File: src/sdc_pkg.sv
// Purpose: Shared constants and types for the chain shifter
// Assumes: Serial link sampled by the 100 MHz core clock
// Notes:   Command field sits in the top four bits of the word
package sdc_pkg;
  localparam int          SDC_WORD_W      = 24;
  localparam int          SDC_CMD_MSB     = 23;
  localparam int          SDC_CMD_LSB     = 20;
  localparam logic [3:0]  SDC_CMD_CHAIN   = 4'h8;
  localparam int          SDC_CHAIN_BIT   = 0;
  localparam logic        SDC_CHAIN_RST   = 1'b0;
  localparam logic [23:0] SDC_WORD_RST    = 24'h000000;
  localparam int          SDC_SYNC_STAGES = 3;
  typedef enum logic [1:0] {
    SDC_IDLE  = 2'b00,
    SDC_SHIFT = 2'b01,
    SDC_LATCH = 2'b11
  } sdc_state_e;
endpackage

File: src/sdc_if.sv
// Purpose: Carries synchronised link events from sampler to shifter
// Assumes: All signals on i_clk
// Notes:   Edges are one-cycle pulses
`timescale 1ns/100ps
interface sdc_if;
  logic sclk_rise;
  logic sclk_fall;
  logic sync_fall;
  logic sync_rise;
  logic sync_low;
  logic data_in;
  modport src (output sclk_rise, output sclk_fall, output sync_fall, output sync_rise,
               output sync_low, output data_in);
  modport dst (input sclk_rise, input sclk_fall, input sync_fall, input sync_rise,
               input sync_low, input data_in);
endinterface

File: src/sdc_sampler.sv
// Purpose: Three-flop sampling of link pins and edge detection
// Assumes: Pins asynchronous to i_clk
// Notes:   A change counts once stages two and three agree
`timescale 1ns/100ps
module sdc_sampler
  import sdc_pkg::*;
(
  input  wire logic i_clk,
  input  wire logic i_rst_n,
  input  wire logic i_sclk,
  input  wire logic i_sync_n,
  input  wire logic i_serial_data_in,
  sdc_if.src        bus
);
  logic [SDC_SYNC_STAGES-1:0] sclk_sr;
  logic [SDC_SYNC_STAGES-1:0] sync_sr;
  logic [SDC_SYNC_STAGES-1:0] data_sr;
  logic [SDC_SYNC_STAGES-1:0] next_sclk_sr;
  logic [SDC_SYNC_STAGES-1:0] next_sync_sr;
  logic [SDC_SYNC_STAGES-1:0] next_data_sr;
  logic                       sclk_q;
  logic                       sync_q;
  logic                       data_q;
  logic                       next_sclk_q;
  logic                       next_sync_q;
  logic                       next_data_q;

  always_comb begin
    next_sclk_sr = {sclk_sr[SDC_SYNC_STAGES-2:0], i_sclk};
    next_sync_sr = {sync_sr[SDC_SYNC_STAGES-2:0], i_sync_n};
    next_data_sr = {data_sr[SDC_SYNC_STAGES-2:0], i_serial_data_in};
    next_sclk_q  = (sclk_sr[1] == sclk_sr[2]) ? sclk_sr[2] : sclk_q;
    next_sync_q  = (sync_sr[1] == sync_sr[2]) ? sync_sr[2] : sync_q;
    next_data_q  = (data_sr[1] == data_sr[2]) ? data_sr[2] : data_q;
  end

  always_ff @(posedge i_clk or negedge i_rst_n) begin
    if (!i_rst_n) begin
      sclk_sr <= '0;
      sync_sr <= '1;
      data_sr <= '0;
      sclk_q  <= 1'b0;
      sync_q  <= 1'b1;
      data_q  <= 1'b0;
    end else begin
      sclk_sr <= next_sclk_sr;
      sync_sr <= next_sync_sr;
      data_sr <= next_data_sr;
      sclk_q  <= next_sclk_q;
      sync_q  <= next_sync_q;
      data_q  <= next_data_q;
    end
  end

  assign bus.sclk_rise = next_sclk_q & ~sclk_q;
  assign bus.sclk_fall = ~next_sclk_q & sclk_q;
  assign bus.sync_fall = ~next_sync_q & sync_q;
  assign bus.sync_rise = next_sync_q & ~sync_q;
  assign bus.sync_low  = ~sync_q;
  assign bus.data_in   = data_q;
endmodule // sdc_sampler

File: src/sdc_chain_shifter.sv
// Purpose: 24-bit input shift register with daisy-chain output
// Assumes: Host keeps frame counts; link pins sampled by i_clk
// Notes:   Latched word feeds the command logic outside
// Operation
// RULE1 - While frame sync is low each serial clock shifts serial_data_in into the register.
// RULE2 - Bits pushed past the 24th position leave in order on serial_data_out.
// RULE3 - serial_data_out changes on the rising clock and is stable at the next falling edge.
// RULE4 - The system links each serial_data_out to the next device input, sharing clock and sync.
// RULE5 - The host sends 24 clocks per chained device in each frame.
// RULE6 - A frame ending off a multiple of 24 clocks is still latched as valid.
// RULE7 - Sync rising latches the register and further clocks are ignored until sync falls.
// RULE8 - With a free clock the host holds sync low for exactly the needed cycles.
// RULE9 - With a gated clock the host bursts the exact count and raises sync after it.
// RULE10 - With chain_enable set the device runs in chain mode with serial_data_out active.
// RULE11 - Command 1000 writes chain_enable from data_bit_zero of the word.
// RULE12 - After reset the device is standalone with chain_enable cleared.
// RULE13 - The register shifts MSB first so the earliest bit leaves first.
`timescale 1ns/100ps
module sdc_chain_shifter
  import sdc_pkg::*;
(
  input  wire logic                  i_clk,
  input  wire logic                  i_rst_n,
  input  wire logic                  i_sclk,
  input  wire logic                  i_sync_n,
  input  wire logic                  i_serial_data_in,
  output logic                       o_serial_data_out,
  output logic                       o_serial_data_out_oe,
  output logic                       o_chain_enable,
  output logic [SDC_WORD_W-1:0]      o_word,
  output logic                       o_word_valid
);
  sdc_if lnk ();

  // Pin sampling and edge pulses
  sdc_sampler u_sampler (
    .i_clk            (i_clk),
    .i_rst_n          (i_rst_n),
    .i_sclk           (i_sclk),
    .i_sync_n         (i_sync_n),
    .i_serial_data_in (i_serial_data_in),
    .bus              (lnk)
  );

  // Frame state and shift path
  sdc_state_e            state;
  sdc_state_e            next_state;
  logic [SDC_WORD_W-1:0] shreg;
  logic [SDC_WORD_W-1:0] next_shreg;
  logic                  dout;
  logic                  next_dout;
  // Hand-over, mode and pin
  logic [SDC_WORD_W-1:0] word;
  logic [SDC_WORD_W-1:0] next_word;
  logic                  word_valid;
  logic                  next_word_valid;
  logic                  chain_en;
  logic                  next_chain_en;
  logic                  dout_pin;
  logic                  next_dout_pin;
  logic                  dout_oe;
  logic                  next_dout_oe;
  logic                  data_bit_zero;
  logic                  close_edge;
  logic                  shift_edge;
  logic                  out_edge;

  // Command field decode
  function automatic logic is_chain_cmd(input logic [SDC_WORD_W-1:0] w);
    return w[SDC_CMD_MSB:SDC_CMD_LSB] == SDC_CMD_CHAIN;
  endfunction

  // Link edges count only while a frame is open
  function automatic logic frame_open(input sdc_state_e s);
    return s == SDC_SHIFT;
  endfunction

  assign data_bit_zero = shreg[SDC_CHAIN_BIT];
  assign close_edge    = frame_open(state) & lnk.sync_rise;
  assign shift_edge    = frame_open(state) & ~lnk.sync_rise & lnk.sclk_fall;
  assign out_edge      = frame_open(state) & ~lnk.sync_rise & lnk.sclk_rise;

  // Frame state
  always_comb begin
    next_state = state;
    case (state)
      SDC_IDLE: begin
        if (lnk.sync_fall) begin
          next_state = SDC_SHIFT;
        end
      end
      SDC_SHIFT: begin
        if (close_edge) begin
          next_state = SDC_LATCH;                                  // see RULE7
        end
      end
      SDC_LATCH: begin
        next_state = SDC_IDLE;                                     // see RULE7
      end
      default: begin
        next_state = SDC_IDLE;
      end
    endcase
  end

  // Frame state register
  always_ff @(posedge i_clk or negedge i_rst_n) begin
    if (!i_rst_n) begin
      state <= SDC_IDLE;
    end else begin
      state <= next_state;
    end
  end

  // Shift on falling link clock, show the top bit on rising
  always_comb begin
    next_shreg = shreg;
    next_dout  = dout;
    case (state)
      SDC_SHIFT: begin
        if (shift_edge) begin
          next_shreg = {shreg[SDC_WORD_W-2:0], lnk.data_in};      // see RULE1 see RULE13
        end
        if (out_edge) begin
          next_dout = shreg[SDC_WORD_W-1];                         // see RULE2 see RULE3
        end
      end
      default: begin
        next_dout = dout;
      end
    endcase
  end

  // Shift path registers
  always_ff @(posedge i_clk or negedge i_rst_n) begin
    if (!i_rst_n) begin
      shreg <= SDC_WORD_RST;
      dout  <= 1'b0;
    end else begin
      shreg <= next_shreg;
      dout  <= next_dout;
    end
  end

  // Word hand-over at frame end
  always_comb begin
    next_word       = word;
    next_word_valid = 1'b0;
    case (state)
      SDC_LATCH: begin
        next_word       = shreg;                                   // see RULE6 see RULE7
        next_word_valid = 1'b1;
      end
      default: begin
        next_word_valid = 1'b0;
      end
    endcase
  end

  // Hand-over registers
  always_ff @(posedge i_clk or negedge i_rst_n) begin
    if (!i_rst_n) begin
      word       <= SDC_WORD_RST;
      word_valid <= 1'b0;
    end else begin
      word       <= next_word;
      word_valid <= next_word_valid;
    end
  end

  // Mode flag from a chain command
  always_comb begin
    next_chain_en = chain_en;
    case (state)
      SDC_LATCH: begin
        if (is_chain_cmd(shreg)) begin
          next_chain_en = data_bit_zero;                           // see RULE11
        end
      end
      default: begin
        next_chain_en = chain_en;
      end
    endcase
  end

  // Mode register, standalone after reset
  always_ff @(posedge i_clk or negedge i_rst_n) begin
    if (!i_rst_n) begin
      chain_en <= SDC_CHAIN_RST;                                   // see RULE12
    end else begin
      chain_en <= next_chain_en;
    end
  end

  // Pin follows the next mode so enable and flag move together
  always_comb begin
    next_dout_pin = next_chain_en ? next_dout : 1'b0;              // see RULE10
    next_dout_oe  = next_chain_en;                                 // see RULE10
  end

  // Pin registers
  always_ff @(posedge i_clk or negedge i_rst_n) begin
    if (!i_rst_n) begin
      dout_pin <= 1'b0;
      dout_oe  <= 1'b0;
    end else begin
      dout_pin <= next_dout_pin;
      dout_oe  <= next_dout_oe;
    end
  end

  assign o_serial_data_out    = dout_pin;
  assign o_serial_data_out_oe = dout_oe;
  assign o_chain_enable       = chain_en;
  assign o_word               = word;
  assign o_word_valid         = word_valid;
endmodule // sdc_chain_shifter

File: config.mk
export PLATFORM = sky130hd
export DESIGN_NAME = sdc_chain_shifter
export DESIGN_NICKNAME = d
export VERILOG_FILES = /design/src/sdc_pkg.sv /design/src/sdc_if.sv /design/src/sdc_sampler.sv /design/src/sdc_chain_shifter.sv
export SDC_FILE = /design/constraint.sdc
export NUM_CORES = 1
export LEC_CHECK = 0
export ABC_CLOCK_PERIOD_IN_PS = 2590
export BUFFER_PORTS_ARGS = -buffer_cell sky130_fd_sc_hd__buf_2
export CORE_MARGIN = 1
export CORE_UTILIZATION = 60
export DETAILED_ROUTE_END_ITERATION = 10
export PLACE_DENSITY_LB_ADDON = 0.1
export REMOVE_ABC_BUFFERS = 1
export SYNTH_ARGS = -nofsm -noshare
export SYNTH_HDL_FRONTEND = slang
export SYNTH_SLANG_ARGS = --single-unit
File: constraint.sdc
create_clock -name i_clk -period 2.59 [get_ports i_clk]
set_clock_uncertainty 0.15 [all_clocks]
set_input_delay 0.1295 -clock i_clk [delete_from_list [all_inputs] [get_ports i_clk]]
set_output_delay 0.1295 -clock i_clk [all_outputs]
set_load 0.005 [all_outputs]
# Word-level counts from Yosys, hierarchy flattened
# Cells that the tools add are included.
# classes
addsub	0
n_div	0
n_mux	11
bitwise	13
n_shift	0
n_lt_le_gt_ge	0
mul	0
n_reduce_logical	3
n_eq_ne	8
# op_table
operator	n
$and 1x1->1	8
$mux 1	8
$not 1->1	5
$eq 4x4->1 const B	1
$mux 2	2
$ne 2x2->1 const B	2
$pmux 2 s2	1
$reduce_and 2->1	2
$eq 1x1->1	3
$eq 2x1->1 const B	1
$eq 2x2->1 const B	1
$logic_not 2->1	1
# totals
regBits	66
ramBits	0
rom_bits	0
latch_bits	0
mem_count	0
in_bits	5

# Logic depth before layout (Yosys ltp)
# Gate-level depths: netlist (run 1).
# logic_depth
depth_word	9
mapped_depth	5
mapped_depth_nobuf	4

# By module
# From an unflattened synthesis (run 1), not the netlist that was laid out.
# hier_totals
cells_unflattened	143
area_unflattened_um2	2487.4
# by_module_without_submodules
module	area_per_inst_um2	cells_each	instances	seq_area_each_um2
sdc_chain_shifter	2110.8	123	1	1351.3
sdc_sampler	376.6	20	1	305.3

# Worst setup path before layout (run 1)
# Ideal clock, no wire load.
# synth_path
path_kind	reg-to-reg
start	register u_sampler.sync_q
end	register shreg[10]
synth_period_minus_slack_ps	1564
arrival_time_ps	1289
required_time_ps	2315
path_slack_ps	1026
setup_ps	125
stages_incl_launch_ff	5
path_cell_list	dfstp_2 -> nand3b_2 -> nand4_4 -> buf_6 -> mux2_4
# synth_via
elab_chain_len	6
word_cells_on_any_way	7
# synth_rtl
item	line	source
start, declared	sdc_sampler.sv:22	logic sync_q;
start signal, assigned	sdc_sampler.sv:50	sync_q <= next_sync_q;
$mux 1 or $not 1->1 (tied branches)	-	
$and 1x1->1 *	sdc_sampler.sv:58	assign bus.sync_rise = next_sync_q & ~sync_q;
$not 1->1 *	sdc_chain_shifter.sv:80	assign shift_edge = frame_open(state) & ~lnk.sync_rise & lnk.sclk_fall;
$and 1x1->1 * (2 in series)	sdc_chain_shifter.sv:80	
$reduce_and 2->1 (no source line) *	-	
end signal, assigned	sdc_chain_shifter.sv:140	shreg <= next_shreg;
end, declared	sdc_chain_shifter.sv:48	logic [SDC_WORD_W-1:0] shreg;
# Mark *: on every way between the ends. The rest lies on a longest branch, timed or not.
# A chain may end at the register's enable or synchronous reset.

# Worst setup path in the final report (run 1)
# layout_path
start	register u_sampler.sync_q
end	register shreg[4]
# The elaborated chain is that of the path after synthesis.

==> impl_metrics.tcl, run 1 <==
set metrics [dict create \
    status "finished, final reports clean" \
    die_w_um 66.49 \
    hp-class "in -> async" \
    antenna_found_initial 0 \
    post_layout_nonfiller_instances 243 \
    synthArstFlopShare 1.000 \
    ant_nets 0 \
    hold_viol_final 0 \
    placed_area_mm2 0.002688 \
    via_count 1271 \
    grt_pass1_vias 1340 \
    netlist_area_mm2 0.002495 \
    cts_buffer_depth 2 \
    yosysWarnings 0 \
    final.setup.worst_slack_ps 622.3 \
    ios 33 \
    synth-main-ff-cell "dfrtp_1" \
    path_class "reg -> reg" \
    crit_path_max_fanout 24 \
    wl_per_cell_um 15.69 \
    clock-root-buffer "clkbuf_8" \
    postSynthCellCount 144 \
    dp_cells 223 \
    final_cell_area_mm2 0.002910 \
    end_kind "flop" \
    yosysTopAreaCell "dfrtp_1" \
    drv_cap 0 \
    reg2reg_from "u_sampler.sync_q$_DFF_PN1_" \
    drive_above_1_share 0.5492 \
    finalSetupViolCount 0 \
    setup_tns_ps 0 \
    yosys.cell_count.top_type "dfrtp_1" \
    diodes 0 \
    power.leakage_uw 0.001578 \
    synth_common_cells "dfrtp_1 (62), mux2_2 (28), mux2_4 (20), dfstp_2 (4), nor2_1 (4)" \
    post_cts_buffers 0 \
    grt_pass1_wl_um 6354 \
    ys_seq_elements 66 \
    cts_tree "yes" \
    cts_resized 0 \
    startpoint_type "flop" \
    post-dp-hpwl_um 2569 \
    netlist_top_cells_area "dfrtp_1 (62%), mux2_2 (13%), mux2_4 (12%), dfstp_2 (4.2%), maj3_1 (1.2%)" \
    synth_top_area_share 0.6219 \
    gp_congestion 0.7615 \
    power.density_mw_per_mm2 740.0 \
    pre_cts_slack_ps 613.6 \
    ir_drop_v 0.0005519 \
    cts-htree-levels 3 \
    utilization 0.7276 \
    clock_latency_ps 320 \
    layout-area-overhead-vs-synth_pct 16.65 \
    slew_viol_final 0 \
    slew-limit-headroom 0.6084 \
    drtIter0Drc 56 \
    grt_use_total 0.2077 \
    io_buffers 32 \
    overflow 0 \
    dieArea_mm2 0.004420 \
    std_cell_rows 23 \
    core-area_mm2 0.004000 \
    routed_wl_um 3812 \
    die_h_um 66.49 \
    path_clk_slew_ps 60 \
    post-route-min-period_ps 1968 \
    grt_setup_unrepaired "no" \
    worst_ep_required_time_ps 2650 \
    synth-edff-count 0 \
    n_fill_cell 256 \
    nets 193 \
    synth.distinct_cells 20 \
    clock-sinks 66 \
    fmax_mhz 508.2 \
    tightest_slew_ps 586.2 \
    crit_arrival_ps 2020 \
    start_util 0.6237 \
    drc 0 \
    grt_max_degree 33 \
    min_period_over_period 0.7597 \
    viasPerCell 5.230 \
    cts_buffers 9 \
    avgSynthCellArea_um2 17.33 \
    crit_start "u_sampler.sync_q$_DFF_PN1_" \
    ys_seq_area_frac 0.6640 \
    firstDrtPassIters 4 \
]
[layer usage]
layer  global-route usage  vias up  share of wire
met2               0.3253       29           0.49
met4               0.1330        0          0.021
met3              0.05479        8          0.033
met1               0.2550      641           0.45
li1                     -      593              -
met5                    0        -              0
[worst max-delay path, stage by stage, from the launching register on]
cell and delay (ps):
dfstp_2 550, nand3b_2 180, nand4_4 490, mux2_4 480
[per-stage QoR]
step / hold WS (ps) / power, uW
finish: 40.45 / 2154
CTS: 31.57 / 2182
detailed placement: -148.0 / 1409
global route: 56.26 / 2257
floorplan: -316.1 / 1310
global placement: -154.2 / 1387
[final cells by class]
class / instances / area [um2] / area share
flip-flops and latches: 66 / 1657 / 0.5692
multi-input cells: 70 / 782.0 / 0.2687
repair buffers: 38 / 215.2 / 0.07395
clock buffers: 14 / 172.7 / 0.05933
well taps: 50 / 62.56 / 0.02150
inverters: 3 / 11.26 / 0.003869
clock inverters: 2 / 10.01 / 0.003439
[kinds of logic (layout without fill, tap and decap cells)]
kind of cell | after synthesis | after routing | share of synthesized area
buffers and inverters | 8 | 57 | 0.02257
AND/OR/NAND/NOR | 15 | 15 | 0.04262
flip-flops | 66 | 66 | 0.6640
multiplexers | 48 | 48 | 0.2467
adder cells (fa/ha/maj) | 3 | 3 | 0.01204
AO/OA/AOI/OAI | 4 | 4 | 0.01204
[sequential cells by signal, indices dropped and copies added (netlist names), 2 cells and up]
register           cells
o_word                24
shreg                 24
u_sampler.data_sr      3
u_sampler.sclk_sr      3
u_sampler.sync_sr      3
state                  2
[what timing repair did]
action / CTS / global route
endpoints found under the setup margin: 0 / 0
endpoints found under the hold margin: 65 / 0
hold buffers: 4 / 0
[worst paths after layout]
check                           slack, ps                        endpoint  cells after the start
worst max register to register        620            shreg[4]$_DFFE_PN0P_                      3
max in group asynchronous            1540      u_sampler.sync_q$_DFF_PN1_                      3
worst max-delay path                  620            shreg[4]$_DFFE_PN0P_                      3
worst min-delay path                   40     o_serial_data_out$_DFF_PN0_                      2
worst min register to register        210  u_sampler.sync_sr[1]$_DFF_PN1_                      0
min in group i_clk                    210  u_sampler.sync_sr[1]$_DFF_PN1_                      0
[power by group]
part	leakage [uW]	total (uW)	switching, uW	internal (uW)
clock	0.0000965	763	339	423
sequential	0.000879	1180	63.3	1120
combinational	0.000603	209	93.7	115
total	0.00158	2150	496	1660
[cells in the final DEF (no fill, tap or decap)]
cell type	count
buf_4	2
nor2b_4	1
a22oi_1	1
clkbuf_1	2
clkinv_2	2
maj3_1	3
dfrtp_1	62
nand3b_2	1
a21oi_1	1
inv_1	2
nor2b_1	2
clkbuf_8	12
and3b_1	1
a31o_2	2
nor2_1	4
mux2_2	28
dfstp_2	4
dlygate4sd3_1	4
nand4_4	1
inv_2	1
mux2_4	20
nand2_1	3
buf_2	32
nand4_1	2
Note: power is estimated with default switching activity, not from simulation.
==> run 2: changes to the inputs <==
- ABC_AREA: unset -> 1
- ABC_CLOCK_PERIOD_IN_PS: 2590 -> 1700
- CORE_UTILIZATION: 60 -> 51
- clock period: 2.59 -> 1.7 ns (I/O delays scaled with it)
==> impl_metrics.tcl, run 2 <==
set metrics [dict create \
    status "finished, final reports clean" \
    startpoint_type "flop" \
    cts_buffers 9 \
    layout_commonest_cell "dfrtp_1" \
    cts_buffer_depth 2 \
    std_cell_rows 25 \
    whs_ps 49.31 \
    finalSetupViolCount 0 \
    firstDrtPassIters 5 \
    wl_per_cell_um 10.84 \
    netlist_top_cells_area "dfrtp_1 (61%), nand2_1 (6.7%), o21ai_2 (5.6%), o21ai_0 (5.4%), inv_1 (4.5%)" \
    die_h_um 72.35 \
    ff2ff_setup_slack_ps 150 \
    reg2reg_from "u_sampler.sync_q$_DFF_PN1_" \
    grt_pass1_wl_um 6520 \
    clock-root-buffer "clkbuf_8" \
    ir_drop_v 0.0005658 \
    synth-main-ff-cell "dfrtp_1" \
    placed_area_mm2 0.002735 \
    synth-edff-count 0 \
    ant_nets 0 \
    antenna_found_initial 0 \
    drv_cap 0 \
    postSynthCellCount 232 \
    post_layout_nonfiller_instances 343 \
    post-route-min-period_ps 1548 \
    dp_cells 323 \
    cts_resized 0 \
    cts_tree "yes" \
    routed_wl_um 3718 \
    end_kind "flop" \
    gp_congestion 0.7139 \
    hold_buffers 4 \
    path_clk_slew_ps 60 \
    drtIter0Drc 78 \
    avgSynthCellArea_um2 10.88 \
    grt_setup_unrepaired "no" \
    grt_use_total 0.1686 \
    yosysTopAreaCell "dfrtp_1" \
    diodes 0 \
    path_class "reg -> reg" \
    clock_latency_ps 330 \
    power.density_mw_per_mm2 1131 \
    ys_seq_area_frac 0.6564 \
    io_buffers 32 \
    crit_path_max_fanout 48 \
    synth.distinct_cells 24 \
    min_period_over_period 0.9103 \
    post_cts_buffers 0 \
    layout_common_cells "dfrtp_1 (62), nand2_1 (45), buf_2 (32), inv_1 (30), o21ai_0 (27)" \
    crit_arrival_ps 1630 \
    fmax_mhz 646.2 \
    worstReg2RegEnd "shreg[5]$_DFFE_PN0P_" \
    n_fill_cell 396 \
    worst_ep_required_time_ps 1790 \
    grt_pass1_vias 1486 \
    via_count 1569 \
    die_w_um 72.35 \
    core-area_mm2 0.004755 \
    final_cell_area_mm2 0.002973 \
    slew_viol_final 0 \
    drive_above_1_share 0.3043 \
    viasPerCell 4.574 \
    hold_viol_final 0 \
    nets 276 \
    drc 0 \
    slew-limit-headroom 0.7555 \
    clock-sinks 66 \
    ys_seq_elements 66 \
    post-dp-hpwl_um 2335 \
    tightest_slew_ps 366.8 \
    synthArstFlopShare 1.000 \
    yosys.cell_count.top_type "dfrtp_1" \
    grt_max_degree 53 \
    layout-area-overhead-vs-synth_pct 17.80 \
    setup_tns_ps 0 \
    hp-class "in -> async" \
    utilization 0.6253 \
    yosysWarnings 0 \
    r2r_cells 7 \
    crit_start "u_sampler.sync_q$_DFF_PN1_" \
    ios 33 \
    power.leakage_uw 0.001475 \
    netlist_area_mm2 0.002524 \
    synth_top_area_share 0.6148 \
    start_util 0.5308 \
    overflow 0 \
    dieArea_mm2 0.005234 \
    synth_common_cells "dfrtp_1 (62), nand2_1 (45), inv_1 (30), o21ai_0 (27), o21ai_2 (16)" \
    cts-htree-levels 3 \
]
## run 2: changes by cell type in the layout (fill, tap and decap cells not counted), sizes merged, moves of 2 or more
| cell | previous run | this run |
|---|---|---|
| nor2b | 3 | 0 |
| o21ai | 0 | 48 |
| nand4 | 3 | 1 |
| maj3 | 3 | 1 |
| inv | 3 | 31 |
| nand2 | 3 | 57 |
| mux2 | 48 | 0 |
| nor2 | 4 | 8 |
| nand3 | 0 | 5 |
| a31o | 2 | 0 |
## run 2: metrics by stage
stage	worst slack [ps]	power, uW
final	152.4	3362
after global routing	30.54	3524
after global placement	223.8	2092
after CTS	155.2	3404
after detailed placement	174.3	2100
after floorplan	-249.5	1965
## run 2: cells by family after synthesis
logic type,after synthesis,synth area share
adders and majority gates,1,0.003966
buffers and inverters,42,0.08280
and+or+nand+nor,72,0.1309
DFF,66,0.6564
AOI/OAI and AO/OA,51,0.1259
## run 2: layer usage
metal | wire (um) | track usage | up-vias | share of wire
li1 | - | - | 807 | -
met1 | 1871 | 0.2232 | 725 | 0.50
met2 | 1637 | 0.2513 | 29 | 0.44
met3 | 139 | 0.03750 | 8 | 0.037
met4 | 70 | 0.1111 | 0 | 0.019
met5 | 0 | 0 | - | 0
## run 2: how the worst max path moves through the flow
| stage | end | slack (ps) | cells after the start |
|---|---|---|---|
| floorplan | shreg[4]$_DFFE_PN0P_ | -250 | 5 |
| global placement | shreg[1]$_DFFE_PN0P_ | 220 | 7 |
| detailed placement | shreg[6]$_DFFE_PN0P_ | 170 | 6 |
| CTS | shreg[5]$_DFFE_PN0P_ | 160 | 7 |
| global route | shreg[5]$_DFFE_PN0P_ | 30 | 7 |
| finish | shreg[5]$_DFFE_PN0P_ | 150 | 7 |
## run 2: final cells by class
class,count,area [um2],share of cell area
flip-flops and latches,66,1657,0.5572
multi-input cells,124,658.1,0.2214
clock inverters,2,35.03,0.01178
inverters,31,116.4,0.03914
repair buffers,39,260.3,0.08754
clock buffers,14,162.7,0.05471
well taps,67,83.83,0.02820
## run 2: critical path: stages (launching register included)
cell and delay, ps:
dfstp_2 550, inv_1 50, nand3_2 80, nand2_2 70, nor2_4 100, buf_12 250, nand2_1 90, o21ai_0 100
## run 2: report_power, final
part           switching, uW  internal [uW]  leakage [uW]
registers               62.5           1700      0.000879
logic                    197            118      0.000495
clock network            531            757      0.000101
